**src/rtl/lmmd_cfg.svh**
```systemverilog
`ifndef LMMD_CFG_SVH
`define LMMD_CFG_SVH

// ----------------------------------------
// legacy segment boundaries
// ----------------------------------------
`define LMMD_LOW_TOP   32'h0009ffff
`define LMMD_VGA_TOP   32'h000bffff
`define LMMD_CROM_BASE 32'h000c0000
`define LMMD_DROM_BASE 32'h000d0000
`define LMMD_EROM_BASE 32'h000e0000
`define LMMD_BIOS_BASE 32'h000f0000
`define LMMD_EXT_BASE  32'h00100000
`define LMMD_VGA_A_TOP 32'h000affff
`define LMMD_VGA_B8    32'h000b8000

// ----------------------------------------
// shadow control register 3 fields
// ----------------------------------------
`define LMMD_S3_BIOS_RD   0
`define LMMD_S3_BIOS_WR   1
`define LMMD_S3_BIOS_C    2
`define LMMD_S3_C0_C      3
`define LMMD_S3_C4_C      4
`define LMMD_S3_CSEG_ROM  5
`define LMMD_S3_DSEG_ROM  6
`define LMMD_S3_ESEG_ROM  7

// ----------------------------------------
// vga memory map modes, reset values
// ----------------------------------------
`define LMMD_MAP_128K 2'h0
`define LMMD_MAP_A64K 2'h1
`define LMMD_MAP_B32K 2'h2
`define LMMD_MAP_B8K  2'h3
`define LMMD_ADDR_RST 32'h00000000

`endif

```
**src/rtl/lmmd_pkg.sv**
```systemverilog
package lmmd_pkg;

	// ----------------------------------------
	// enumerations
	// ----------------------------------------
	typedef enum logic [1:0] {
		LMMD_M_HOST = 2'h0,
		LMMD_M_PCI  = 2'h1,
		LMMD_M_ISA  = 2'h2,
		LMMD_M_DMA  = 2'h3
	} lmmd_master_t;

	typedef enum logic [1:0] {
		LMMD_D_NONE = 2'h0,
		LMMD_D_MEM  = 2'h1,
		LMMD_D_PCI  = 2'h2,
		LMMD_D_ISA  = 2'h3
	} lmmd_dest_t;

	typedef enum logic [2:0] {
		LMMD_S_LOW   = 3'h0,
		LMMD_S_VGA   = 3'h1,
		LMMD_S_CROM  = 3'h2,
		LMMD_S_DROM  = 3'h3,
		LMMD_S_EROM  = 3'h4,
		LMMD_S_BIOS  = 3'h5,
		LMMD_S_ABOVE = 3'h6
	} lmmd_seg_kind_t;

	typedef enum logic [2:0] {
		LMMD_P_MEM     = 3'h0,
		LMMD_P_PCI_ISA = 3'h1,
		LMMD_P_SUB_MEM = 3'h2,
		LMMD_P_SUB_ISA = 3'h3,
		LMMD_P_PCI_DEV = 3'h4
	} lmmd_path_t;

	typedef enum logic [4:0] {
		LMMD_ST_IDLE = 5'h01,
		LMMD_ST_PCI  = 5'h02,
		LMMD_ST_MEM  = 5'h04,
		LMMD_ST_ISA  = 5'h08,
		LMMD_ST_DONE = 5'h10
	} lmmd_state_t;

	// ----------------------------------------
	// carriers
	// ----------------------------------------
	typedef struct packed {
		lmmd_master_t master;
		logic         write;
		logic [31:0]  addr;
	} lmmd_req_t;

	typedef struct packed {
		lmmd_seg_kind_t kind;
		logic [1:0]     piece;
	} lmmd_seg_t;

	typedef struct packed {
		lmmd_path_t path;
		logic       cacheable;
		logic       romEn;
	} lmmd_dec_t;

	typedef struct packed {
		logic [7:0] s0;
		logic [7:0] s1;
		logic [7:0] s2;
		logic [7:0] s3;
	} lmmd_shadow_t;

	typedef struct packed {
		logic       enable;
		logic [1:0] mapMode;
	} lmmd_vga_t;

	typedef struct packed {
		logic       enable;
		logic [3:0] startMb;
		logic [3:0] endMb;
	} lmmd_hole_t;

endpackage

```
**src/rtl/lmmd_reset_sync.sv**
```systemverilog
module lmmd_reset_sync (
	// clock and raw reset
	input  wire logic clk_sys,
	input  wire logic rstn,
	// released copy
	output logic      rstnSync
);

	logic stage1_reg;

	// assert at once, release after two edges
	always_ff @(posedge clk_sys or negedge rstn) begin
		if (!rstn) begin
			stage1_reg <= 1'b0;
			rstnSync   <= 1'b0;
		end else begin
			stage1_reg <= 1'b1;
			rstnSync   <= stage1_reg;
		end
	end

endmodule

```
**src/rtl/lmmd_seg_class.sv**
```systemverilog
`include "lmmd_cfg.svh"

module lmmd_seg_class
	import lmmd_pkg::*;
(
	// cycle address and memory limits
	input  wire logic [31:0] addr,
	input  wire logic [31:0] topOfMem,
	input  wire lmmd_hole_t  hole,
	// classification
	output lmmd_seg_t        seg
);

	logic inHole;

	// hole is 1M granular inside the first 16M
	assign inHole = hole.enable && (addr[31:24] == 8'h00) && (addr >= `LMMD_EXT_BASE)
	                && (addr[23:20] >= hole.startMb) && (addr[23:20] <= hole.endMb);

	// ordered compare, lowest segment first
	always_comb begin
		seg.piece = addr[15:14];
		if (addr <= `LMMD_LOW_TOP)
			seg.kind = LMMD_S_LOW;
		else if (addr <= `LMMD_VGA_TOP)
			seg.kind = LMMD_S_VGA;
		else if (addr < `LMMD_DROM_BASE)
			seg.kind = LMMD_S_CROM;
		else if (addr < `LMMD_EROM_BASE)
			seg.kind = LMMD_S_DROM;
		else if (addr < `LMMD_BIOS_BASE)
			seg.kind = LMMD_S_EROM;
		else if (addr < `LMMD_EXT_BASE)
			seg.kind = LMMD_S_BIOS;
		else if (inHole || (addr >= topOfMem))
			seg.kind = LMMD_S_ABOVE;
		else
			seg.kind = LMMD_S_LOW;
	end

endmodule

```
**src/rtl/lmmd_decoder.sv**
```systemverilog
`include "lmmd_cfg.svh"

module lmmd_decoder
	import lmmd_pkg::*;
(
	// clock and reset
	input  wire logic         clk_sys,
	input  wire logic         rstn,
	// cycle request
	input  wire logic         reqValid,
	input  wire lmmd_req_t    req,
	output logic              reqReady,
	// configuration
	input  wire lmmd_shadow_t shadow,
	input  wire lmmd_vga_t    vga,
	input  wire lmmd_hole_t   hole,
	input  wire logic [31:0]  topOfMem,
	// pci claim status
	input  wire logic         pciClaim,
	input  wire logic         pciNoClaim,
	// completion from memory and isa
	input  wire logic         memDone,
	input  wire logic         isaDone,
	// routing result
	output lmmd_dest_t        dest,
	output logic              cacheable,
	output logic              l1Snoop,
	output logic              boot_rom_select_n,
	output logic [31:0]       cycAddr,
	output logic [23:0]       isaAddr,
	output logic              cycWrite,
	// start strobes and end of cycle
	output logic              memStart,
	output logic              pciStart,
	output logic              isaStart,
	output logic              cycleDone,
	// isa ready pin and sd data enable
	output logic              ioChRdyOut,
	output logic              ioChRdyOe,
	output logic              sdDriveOe
);

	// ----------------------------------------
	// declarations
	// ----------------------------------------
	logic         rstnSync;
	lmmd_seg_t    seg;
	lmmd_dec_t    dec;
	logic         reqTake;
	lmmd_state_t  state_reg;
	lmmd_state_t  state_next;
	lmmd_dec_t    dec_reg;
	lmmd_master_t master_reg;
	lmmd_master_t master_next;
	lmmd_dest_t   dest_next;
	logic         vgaOwns;

	// ----------------------------------------
	// reset release and segment lookup
	// ----------------------------------------
	lmmd_reset_sync uResetSync (
		.clk_sys  (clk_sys),
		.rstn     (rstn),
		.rstnSync (rstnSync)
	);

	lmmd_seg_class uSegClass (
		.addr     (req.addr),
		.topOfMem (topOfMem),
		.hole     (hole),
		.seg      (seg)
	);

	// ----------------------------------------
	// decode helpers
	// ----------------------------------------
	// read or write enable of one 16K piece in a shadow register
	function automatic logic shadowBit(input logic [7:0] r, input logic [1:0] p, input logic wr);
		logic [2:0] idx;
		idx = {p, wr};
		return r[idx];
	endfunction

	// part of the video segment the frame buffer answers for
	function automatic logic vgaHit(input lmmd_vga_t v, input logic [31:0] a);
		logic hit;
		hit = 1'b0;
		case (v.mapMode)
			`LMMD_MAP_128K: hit = 1'b1;
			`LMMD_MAP_A64K: hit = (a <= `LMMD_VGA_A_TOP);
			`LMMD_MAP_B32K: hit = (a > `LMMD_VGA_A_TOP) && (a < `LMMD_VGA_B8);
			`LMMD_MAP_B8K:  hit = (a >= `LMMD_VGA_B8);
			default:        hit = 1'b0;
		endcase
		return v.enable && hit;
	endfunction

	assign vgaOwns = vgaHit(vga, req.addr);

	// ----------------------------------------
	// routing decision for the offered cycle
	// ----------------------------------------
	// address, direction, master
	always_comb begin
		logic toMem;
		logic [7:0] s3;
		toMem         = 1'b0;
		s3            = shadow.s3;
		dec.cacheable = 1'b0;
		dec.romEn     = 1'b0;
		case (seg.kind)
			LMMD_S_LOW: begin
				toMem         = 1'b1;
				dec.cacheable = 1'b1;
			end
			LMMD_S_VGA: begin
				toMem         = vgaOwns;
				dec.cacheable = 1'b0;
			end
			LMMD_S_CROM: begin
				toMem         = shadowBit(shadow.s0, seg.piece, req.write);
				dec.romEn     = s3[`LMMD_S3_CSEG_ROM];
				case (seg.piece)
					2'h0:    dec.cacheable = toMem & s3[`LMMD_S3_C0_C];
					2'h1:    dec.cacheable = toMem & s3[`LMMD_S3_C4_C];
					default: dec.cacheable = 1'b0;
				endcase
			end
			// per piece shadow, one rom setting
			LMMD_S_DROM: begin
				toMem     = shadowBit(shadow.s1, seg.piece, req.write);
				dec.romEn = s3[`LMMD_S3_DSEG_ROM];
			end
			// per piece shadow, one rom setting
			LMMD_S_EROM: begin
				toMem     = shadowBit(shadow.s2, seg.piece, req.write);
				dec.romEn = s3[`LMMD_S3_ESEG_ROM];
			end
			LMMD_S_BIOS: begin
				toMem         = req.write ? s3[`LMMD_S3_BIOS_WR] : s3[`LMMD_S3_BIOS_RD];
				dec.cacheable = toMem & s3[`LMMD_S3_BIOS_C];
				dec.romEn     = 1'b1;
			end
			// above memory or in the hole
			LMMD_S_ABOVE: begin
				toMem = 1'b0;
			end
			default: begin
				toMem = 1'b0;
			end
		endcase
		// forwarding depends on who runs the cycle
		case (req.master)
			// host: memory, or pci then isa
			LMMD_M_HOST: dec.path = toMem ? LMMD_P_MEM : LMMD_P_PCI_ISA;
			// pci master waits for the claim window
			LMMD_M_PCI:  dec.path = toMem ? LMMD_P_SUB_MEM : LMMD_P_SUB_ISA;
			default:     dec.path = toMem ? LMMD_P_MEM : LMMD_P_PCI_DEV;
		endcase
	end

	assign reqTake = reqValid && reqReady;

	// ----------------------------------------
	// cycle sequencer
	// ----------------------------------------
	// next state; claim beats no-claim if both arrive together
	always_comb begin
		state_next = state_reg;
		case (state_reg)
			LMMD_ST_IDLE: begin
				if (reqTake)
					state_next = (dec.path == LMMD_P_MEM) ? LMMD_ST_MEM : LMMD_ST_PCI;
			end
			LMMD_ST_PCI: begin
				if (pciClaim)
					state_next = LMMD_ST_DONE;
				else if (pciNoClaim) begin
					case (dec_reg.path)
						LMMD_P_SUB_MEM: state_next = LMMD_ST_MEM;
						LMMD_P_PCI_DEV: state_next = LMMD_ST_DONE;
						default:        state_next = LMMD_ST_ISA;
					endcase
				end
			end
			LMMD_ST_MEM: begin
				if (memDone)
					state_next = LMMD_ST_DONE;
			end
			LMMD_ST_ISA: begin
				if (isaDone)
					state_next = LMMD_ST_DONE;
			end
			LMMD_ST_DONE: begin
				state_next = LMMD_ST_IDLE;
			end
			default: begin
				state_next = LMMD_ST_IDLE;
			end
		endcase
	end

	// master of the cycle in flight, fresh one while idle
	assign master_next = reqTake ? req.master : master_reg;

	// destination shown at the ports
	always_comb begin
		dest_next = dest;
		if (reqTake)
			dest_next = (dec.path == LMMD_P_MEM) ? LMMD_D_MEM : LMMD_D_PCI;
		else if (state_reg == LMMD_ST_PCI && !pciClaim && pciNoClaim)
			dest_next = (dec_reg.path == LMMD_P_SUB_MEM) ? LMMD_D_MEM : LMMD_D_ISA;
	end

	// state register
	always_ff @(posedge clk_sys or negedge rstnSync) begin
		if (!rstnSync)
			state_reg <= LMMD_ST_IDLE;
		else
			state_reg <= state_next;
	end

	// captured decision, held for the whole cycle
	always_ff @(posedge clk_sys or negedge rstnSync) begin
		if (!rstnSync) begin
			dec_reg    <= '0;
			master_reg <= LMMD_M_HOST;
			cycAddr    <= `LMMD_ADDR_RST;
			cycWrite   <= 1'b0;
			cacheable  <= 1'b0;
		end else if (reqTake) begin
			dec_reg    <= dec;
			master_reg <= req.master;
			cycAddr    <= req.addr;
			cycWrite   <= req.write;
			cacheable  <= dec.cacheable;
		end
	end

	// isa sees only the low 16M
	assign isaAddr = cycAddr[23:0];

	// destination and acceptance
	always_ff @(posedge clk_sys or negedge rstnSync) begin
		if (!rstnSync) begin
			dest     <= LMMD_D_NONE;
			reqReady <= 1'b0;
		end else begin
			dest     <= dest_next;
			reqReady <= (state_next == LMMD_ST_IDLE);
		end
	end

	// ----------------------------------------
	// start strobes
	// ----------------------------------------
	// one-cycle pulses on entry into a wait state
	always_ff @(posedge clk_sys or negedge rstnSync) begin
		if (!rstnSync) begin
			memStart  <= 1'b0;
			pciStart  <= 1'b0;
			isaStart  <= 1'b0;
			cycleDone <= 1'b0;
		end else begin
			memStart  <= (state_next == LMMD_ST_MEM) && (state_reg != LMMD_ST_MEM);
			// pci masters already own the pci cycle
			pciStart  <= (state_next == LMMD_ST_PCI) && (state_reg == LMMD_ST_IDLE)
			             && (master_next != LMMD_M_PCI);
			// unclaimed host or pci cycle moves to isa
			isaStart  <= (state_next == LMMD_ST_ISA) && (state_reg != LMMD_ST_ISA);
			cycleDone <= (state_next == LMMD_ST_DONE);
		end
	end

	// ----------------------------------------
	// cache and rom select
	// ----------------------------------------
	// rom select while dest is isa: in the isa state, and in the done cycle after isa or after an unclaimed dma or isa master cycle
	always_ff @(posedge clk_sys or negedge rstnSync) begin
		if (!rstnSync) begin
			boot_rom_select_n <= 1'b1;
			l1Snoop           <= 1'b0;
		end else begin
			boot_rom_select_n <= !(dec_reg.romEn && (dest_next == LMMD_D_ISA)
			                       && (state_next == LMMD_ST_ISA || state_next == LMMD_ST_DONE));
			// bus masters into cacheable memory snoop L1
			// captured copies are one cycle late on the take edge, so read the fresh decision there
			l1Snoop           <= (state_next == LMMD_ST_MEM) && (reqTake ? dec.cacheable : cacheable)
			                     && (master_next == LMMD_M_PCI || master_next == LMMD_M_ISA);
		end
	end

	// ----------------------------------------
	// isa side pins
	// ----------------------------------------
	// ready pulled low only, never driven high
	always_ff @(posedge clk_sys or negedge rstnSync) begin
		if (!rstnSync) begin
			ioChRdyOut <= 1'b0;
			ioChRdyOe  <= 1'b0;
			sdDriveOe  <= 1'b0;
		end else begin
			ioChRdyOut <= 1'b0;
			// stretch isa master cycle while waiting
			ioChRdyOe  <= (master_next == LMMD_M_ISA)
			              && (state_next == LMMD_ST_PCI || state_next == LMMD_ST_MEM);
			// dma read data driven from memory
			sdDriveOe  <= (master_next == LMMD_M_DMA) && (dest_next == LMMD_D_MEM)
			              && !(reqTake ? req.write : cycWrite)
			              && (state_next == LMMD_ST_MEM || state_next == LMMD_ST_DONE);
		end
	end

endmodule

```
**config.mk**
```make
export PLATFORM = sky130hd
export DESIGN_NAME = lmmd_decoder
export DESIGN_NICKNAME = d
export VERILOG_FILES = /design/src/rtl/lmmd_pkg.sv /design/src/rtl/lmmd_reset_sync.sv /design/src/rtl/lmmd_seg_class.sv /design/src/rtl/lmmd_decoder.sv
export VERILOG_INCLUDE_DIRS = /design/src /design/src/rtl
export SDC_FILE = /design/constraint.sdc
export NUM_CORES = 1
export LEC_CHECK = 0
export BUFFER_PORTS_ARGS = -buffer_cell sky130_fd_sc_hd__clkbuf_2
export CORE_ASPECT_RATIO = 0.6
export CORE_UTILIZATION = 51
export DETAILED_ROUTE_END_ITERATION = 10
export PLACE_DENSITY = 0.87
export SETUP_SLACK_MARGIN = 0.05
export SLEW_MARGIN = 5
export SYNTH_ARGS = -nofsm -noshare
export SYNTH_HDL_FRONTEND = slang
export SYNTH_SLANG_ARGS = --single-unit
```
**constraint.sdc**
```tcl
create_clock -name clk_sys -period 4.1 [get_ports clk_sys]
set_input_delay 0.615 -clock clk_sys [delete_from_list [all_inputs] [get_ports clk_sys]]
set_output_delay 0.615 -clock clk_sys [all_outputs]
set_load 0.1 [all_outputs]
```
# Word level (Yosys, flattened, before mapping)
# Index checks and enable logic that the tools add are counted.
# totals
regBits,58
latch_bits,0
ramBits,0
romBits,0
out_inout_bits,70
wordCells,139
memories,0
# op_classes
addsub,0
multipliers,0
div_mod_pow,0
magnitude_cmp,15
n_eq_ne,29
n_shift,0
n_mux,38
bitwise,3
reduce_logical,35
# ops
cell,n
"less-than comparator 32 x 20 -> 1 bit, second input constant",4
"<= comparator 32 x 20 -> 1 bit, second input constant",3
"greater-or-equal comparator 32 x 20 -> 1 bit, second input constant",1
"greater-or-equal comparator 32 x 21 -> 1 bit, second input constant",1
greater-or-equal comparator 32 bit,1
"greater-than comparator 32 x 20 -> 1 bit, second input constant",1
"less-than comparator 32 x 21 -> 1 bit, second input constant",1
2-to-1 mux 3 bit,9
2-to-1 mux 5 bit,5
logical AND 1 bit,21
one-hot mux 5 bit (4 select lines),1
"== test 2 x 1 -> 1 bit, second input constant",5
"== test 2 bit, second input constant",5
"== test 5 x 1 -> 1 bit, second input constant",2
"== test 5 x 2 -> 1 bit, second input constant",2
"== test 5 x 3 -> 1 bit, second input constant",2
"== test 5 x 4 -> 1 bit, second input constant",2
2-to-1 mux 2 bit,5
one-hot mux 5 bit (2 select lines),1
binary-select mux 1 bit (select 3 bit),3
"== test 3 x 2 -> 1 bit, second input constant",3
"== test 3 bit, second input constant",3
logical NOT 8 bit,1
2-to-1 mux 1 bit,8
other kinds (18),30

# Depth between registers and ports, before layout
# logic_depth
ltp_word,25
ltp_mapped,10
mapped_depth_nobuf,10

# Modules after synthesis
# Synthesis repeated with hierarchy kept, for this count alone.
# unflattened
cells_unflattened,467
area_unflattened_um2,4043.9
# modules_own_cells
module,n_inst,cells_per_inst,area_each_um2
lmmd_decoder,1,314,2876.5
lmmd_seg_class,1,150,1113.6
lmmd_reset_sync,1,3,53.8

# Worst setup path after synthesis
# OpenSTA, ideal clock, no wires.
# synth_timing
path_kind,input -> register
from,input port req[27] (netlist name)
to,register sdDriveOe
setup_ns,0.120
arrival_time_ns,2.679
required_time_ns,3.980
setup_slack_ns,1.300
path_stages,9
path_buffers,1
path_cell_list,or4_1 or3b_1 buf_2 nor3b_1 o41ai_2 nor4_2 nor4_4 o21ai_2 o211a_1
# synth_between
elab_chain_cells,24
elab_cells_between_ends,52
classes_between,12 x order compare; 8 x eq/ne; 18 x mux; 14 x reduce/logical
# synth_lines
item,line,source
from (decl),lmmd_decoder.sv:11,"input wire lmmd_req_t req,"
branches (longest 14 deep; another with greater-or-equal comparator 32 x 21 -> 1 bit),-,
one-hot mux 1 bit (6 select lines) (*),lmmd_decoder.sv:111,case (seg.kind)
2-to-1 mux 1 bit or 2-to-1 mux 3 bit (tied branches),"lmmd_decoder.sv:155, lmmd_decoder.sv:157, lmmd_decoder.sv:158",
one-hot mux 3 bit (2 select lines) (*),lmmd_decoder.sv:153,case (req.master)
logical NOT 3 bit (*),lmmd_decoder.sv:173,state_next = (dec.path == LMMD_P_MEM) ? LMMD_ST_MEM : LMMD_ST_PCI;
2-to-1 mux 3 bit (*),lmmd_decoder.sv:173,
2-to-1 mux 5 bit (*),lmmd_decoder.sv:172,if (reqTake)
one-hot mux 5 bit (4 select lines) (*),lmmd_decoder.sv:170,case (state_reg)
via state_next[2],lmmd_decoder.sv:51,lmmd_state_t state_next;
== test 5 x 3 -> 1 bit or == test 5 bit (tied branches),lmmd_decoder.sv:310,&& (state_next == LMMD_ST_MEM || state_next == LMMD_ST_DONE);
logical OR 1 bit (*),lmmd_decoder.sv:310,
logical AND 1 bit (*),lmmd_decoder.sv:310,
to (signal assigned),lmmd_decoder.sv:308,sdDriveOe <= (master_next == LMMD_M_DMA) && (dest_next == LMMD_D_MEM)
to (decl),lmmd_decoder.sv:40,output logic sdDriveOe
# Mark *: on every way through the listed nets, which the timed path passes.
# A chain may end at the register's enable or synchronous reset.

# Final worst setup path
# layout_timing
from,input port req[22] (netlist name)
to,register sdDriveOe
# layout_between
elab_chain_cells,23
elab_cells_between_ends,52
classes_between,14 x order compare; 8 x eq/ne; 18 x mux; 12 x reduce/logical
# layout_lines
item,line,source
greater-or-equal comparator 32 x 21 -> 1 bit (no line),-,
logical AND 1 bit (3 in series),lmmd_seg_class.sv:17,assign inHole = hole.enable && (addr[31:24] == 8'h00) && (addr >= `LMMD_EXT_BASE)
logical OR 1 bit,lmmd_seg_class.sv:35,else if (inHole || (addr >= topOfMem))
2-to-1 mux 3 bit,lmmd_seg_class.sv:35,
2-to-1 mux 3 bit,lmmd_seg_class.sv:33,else if (addr < `LMMD_EXT_BASE)
2-to-1 mux 3 bit,lmmd_seg_class.sv:31,else if (addr < `LMMD_BIOS_BASE)
2-to-1 mux 3 bit,lmmd_seg_class.sv:29,else if (addr < `LMMD_EROM_BASE)
2-to-1 mux 3 bit,lmmd_seg_class.sv:27,else if (addr < `LMMD_DROM_BASE)
[6 not listed],-,
logical NOT 3 bit (*),lmmd_decoder.sv:173,
2-to-1 mux 3 bit (*),lmmd_decoder.sv:173,
2-to-1 mux 5 bit (*),lmmd_decoder.sv:172,
one-hot mux 5 bit (4 select lines) (*),lmmd_decoder.sv:170,
via state_next[2],lmmd_decoder.sv:51,
== test 5 x 3 -> 1 bit or == test 5 bit (tied branches),lmmd_decoder.sv:310,
logical OR 1 bit (*),lmmd_decoder.sv:310,
logical AND 1 bit (*),lmmd_decoder.sv:310,
# Mark *: on every way through the listed nets, which the timed path passes. The rest lies on a longest branch.

==> flow_summary.yaml <==
status:
  outcome: "finished, final reports clean"
clock_network:
  path_clk_slew_ns: 0.05
  clockRootBuffer: "clkbuf_16"
  clock_latency_ns: 0.32
  num_clock_sinks: 58
  numCtsBuffers: 9
  clk_path_buf_depth: 2
  post-cts-setup-buffer-count: 0
  cts-hold-fix-buffers: 0
  cts_tree: "done"
  cts.repair.resized: 0
  clock_tree.htree_level_count: 3
routing:
  first_drt_pass_iteration_count: 5
  viasPerCell: 5.40
  detail-route-antenna-nets: 0
  detail_route.wl_per_cell_um: 16.2
  drt_first_iter_violations: 185
  vias: 3595
  route.detailed.drc: 0
  detail_route.wirelength_um: 10800
pwr:
  share_seq_of_total_power_pct: 21.5
  static_power_due_to_leakage_nw: 2.75
  net-switching-power_mw: 2.42
  p_sw_share_pct: 60.0
  cellInternalPower_mw: 1.62
  ir_drop_v: 0.000688
  power.density_mw_per_mm2: 797
  pwr-share-clk_pct: 18.3
  combPwrFrac_pct: 60.2
  totalPowerFinal_mw: 4.04
critical_path:
  r2r-start: "reqReady$_DFF_PN0_"
  worst-setup-path-type: "primary input to register"
  worst_ep_arrival_time_ns: 3.17
  worst-r2r-cell-count: 5
  critical_path.max_fanout: 6
  crit_required_ns: 4.31
  reg2reg_slack_ns: 1.92
  critical_path.startpoint_type: "primary input"
  critical_path.reg2reg.endpoint: "sdDriveOe$_DFF_PN0_"
  end_kind: "register"
yosys:
  synth.avg_cell_area_um2: 9.98
  ys_seq_elements: 58
  synthArstFlopShare_pct: 100
  ys_types: 54
  synth_sequential_area_ratio_pct: 37.1
  synthesis.area_mm2: 0.00392
  synth_top_flop_cell: "dfrtp_1"
  synthesis.yosys.warnings: 0
  synth-edff-count: 0
  synth.net_count: 554
  netlist_instances: 393
floorplanning:
  rows: 24
  floorplan.initialDensity_pct: 53.3
  die-area_mm2: 0.00806
  core-area_mm2: 0.00736
  pin_count: 188
  dieHeight_um: 69.9
  fp.dieW_um: 115
grt:
  via_count_of_the_first_global_routing_pass: 3528
  grt_start_max_net_pins: 57
  gr-usage-met1_pct: 33.9
  grt_overflow: 0
  grt_antenna_before_repair: 0
  grt_util_met3_pct: 7.38
  grt_first_pass_wirelength_um: 16900
  grtUsageMet2_pct: 48.7
  gr-usage-all-layers_pct: 27.9
  grt_busiest_layer: "met2"
layout:
  design_area_mm2: 0.00507
  final_core_util_pct: 68.9
  finish.net_count: 718
  antenna_cells_inserted: 0
  layout-area-overhead-vs-synth_pct: 29.3
  non_filler_cells_final: 666
  flip_flop_count_of_the_largest_register_all_copies_and_words_added: 32
  drive_above_1_share_pct: 45.7
sta:
  setup_total_negative_slack_ns: 0
  timing.final.crit_share_pct: 72.1
  final_max_slew_viol_count: 0
  timing.final.hold_violations: 0
  finalClockSkew_ns: 0.00459
  achievable-frequency_ghz: 0.338
  fin_crit_ns: 2.96
  tightest_slew_ns: 0.731
  slew_headroom_pct: 51.3
  setup_viol: 0
  post-route-worst-setup-slack_ns: 1.14
  grt_setup_unrepaired: "no"
  hold_ws_ns: 0.0661
job:
  timing.max_cap.violations: 0
placement:
  post-place-cells: 650
  hpwl_um: 8700
  place_congestion: 0.914
  dpl_cell_area_mm2: 0.00478
  detailedPlace.worstSlack_ns: 0.868
  buffer_ports.inserted: 186
hold_path:
  worst_hold_path_type: "primary input to asynchronous set/reset pin"
==> cell families after synthesis <==
family	after synthesis	synth area share, %
compound gates	69	11.2
simple gates	92	12.7
xor+xnor	1	0.223
mux	45	14.5
other cells	2	0.191
fa+ha+maj	43	13.7
flops	58	37.1
buf+inv	83	10.4
==> final cells by class <==
type | count | area [µm²]
fillers | 576 | 2280
multi-input cells | 252 | 2060
flip-flops and latches | 58 | 1460
repair buffers | 189 | 953
clock buffers | 9 | 225
inverters | 47 | 176
well taps | 104 | 130
clock inverters | 7 | 68.8
==> cells in the mapped netlist, drive strengths merged (2+ instances only) <==
cell | count | share of area, %
dfrtp | 56 | 36
inv | 47 | 4.5
ha | 43 | 14
mux2 | 35 | 10
buf | 27 | 5.0
nand2 | 24 | 2.3
a21oi | 23 | 2.9
nor2 | 19 | 1.8
o21ai | 18 | 2.4
clkbuf | 9 | 0.86
nand3 | 9 | 1.1
mux4 | 6 | 3.4
nor3 | 6 | 0.77
o22ai | 6 | 0.96
nand4 | 5 | 0.80
a31oi | 4 | 0.64
mux2i | 4 | 1.0
nand2b | 4 | 0.64
nor2b | 4 | 0.64
nor4 | 4 | 1.2
or4 | 3 | 0.57
a22o | 2 | 0.45
a41o | 2 | 0.51
and4b | 2 | 0.51
conb | 2 | 0.19
dfstp | 2 | 1.3
nand3b | 2 | 0.38
nor3b | 2 | 0.38
o41ai | 2 | 0.64
or2 | 2 | 0.32
or3b | 2 | 0.45
==> power groups by stage <==
stage	Combinational (mW)	Clock, mW	Sequential (mW)
5_1_grt	2.52	0.779	0.888
3_3_place_gp	2.41	0	0.857
4_1_cts	2.44	0.752	0.868
3_5_place_dp	2.43	0	0.876
6_report	2.44	0.740	0.867
2_1_floorplan	1.13	0	1.88
==> cells in the final DEF, fill, tap and decap left out, drive strengths merged, types with 2 or more instances in the layout <==
master / instances
clkbuf: 195
dfrtp: 56
inv: 48
ha: 43
mux2: 35
nand2: 24
a21oi: 23
nor2: 19
o21ai: 18
nand3: 9
nor3: 6
mux4: 6
o22ai: 6
nand4: 5
mux2i: 4
nand2b: 4
a31oi: 4
nor2b: 4
nor4: 4
or4: 3
clkinv: 3
buf: 3
or2: 2
nor3b: 2
and4b: 2
nand3b: 2
a41o: 2
a22o: 2
conb: 2
dfstp: 2
clkinvlp: 2
or3b: 2
o41ai: 2
==> worst max path at each step <==
stage | start | to | slack [ns] | cells past startpoint
final | req[22] | sdDriveOe$_DFF_PN0_ | 1.14 | 10
after global routing | req[22] | sdDriveOe$_DFF_PN0_ | 0.99 | 10
after CTS | req[22] | sdDriveOe$_DFF_PN0_ | 1.20 | 10
after detailed placement | req[22] | sdDriveOe$_DFF_PN0_ | 0.87 | 10
after global placement | req[22] | sdDriveOe$_DFF_PN0_ | 0.99 | 10
after floorplan | req[27] | sdDriveOe$_DFF_PN0_ | 1.30 | 9
==> metal layers <==
| layer | vias to the layer above | part of all wire [%] |
|---|---|---|
| li1 | 1702 | - |
| met1 | 1720 | 42 |
| met2 | 159 | 50 |
| met3 | 14 | 6.9 |
| met4 | 0 | 1.0 |
| met5 | - | 0 |
==> critical path, cell delays in order <==
cell	delay [ns]
clkbuf_2	0.13
ha_1	0.33
nand4_1	0.13
nor3_1	0.40
nand2_1	0.15
o41ai_2	0.41
nor4_2	0.13
nor4_4	0.48
o21ai_2	0.15
o211a_1	0.24
Note: power is estimated with default switching activity, not from simulation.
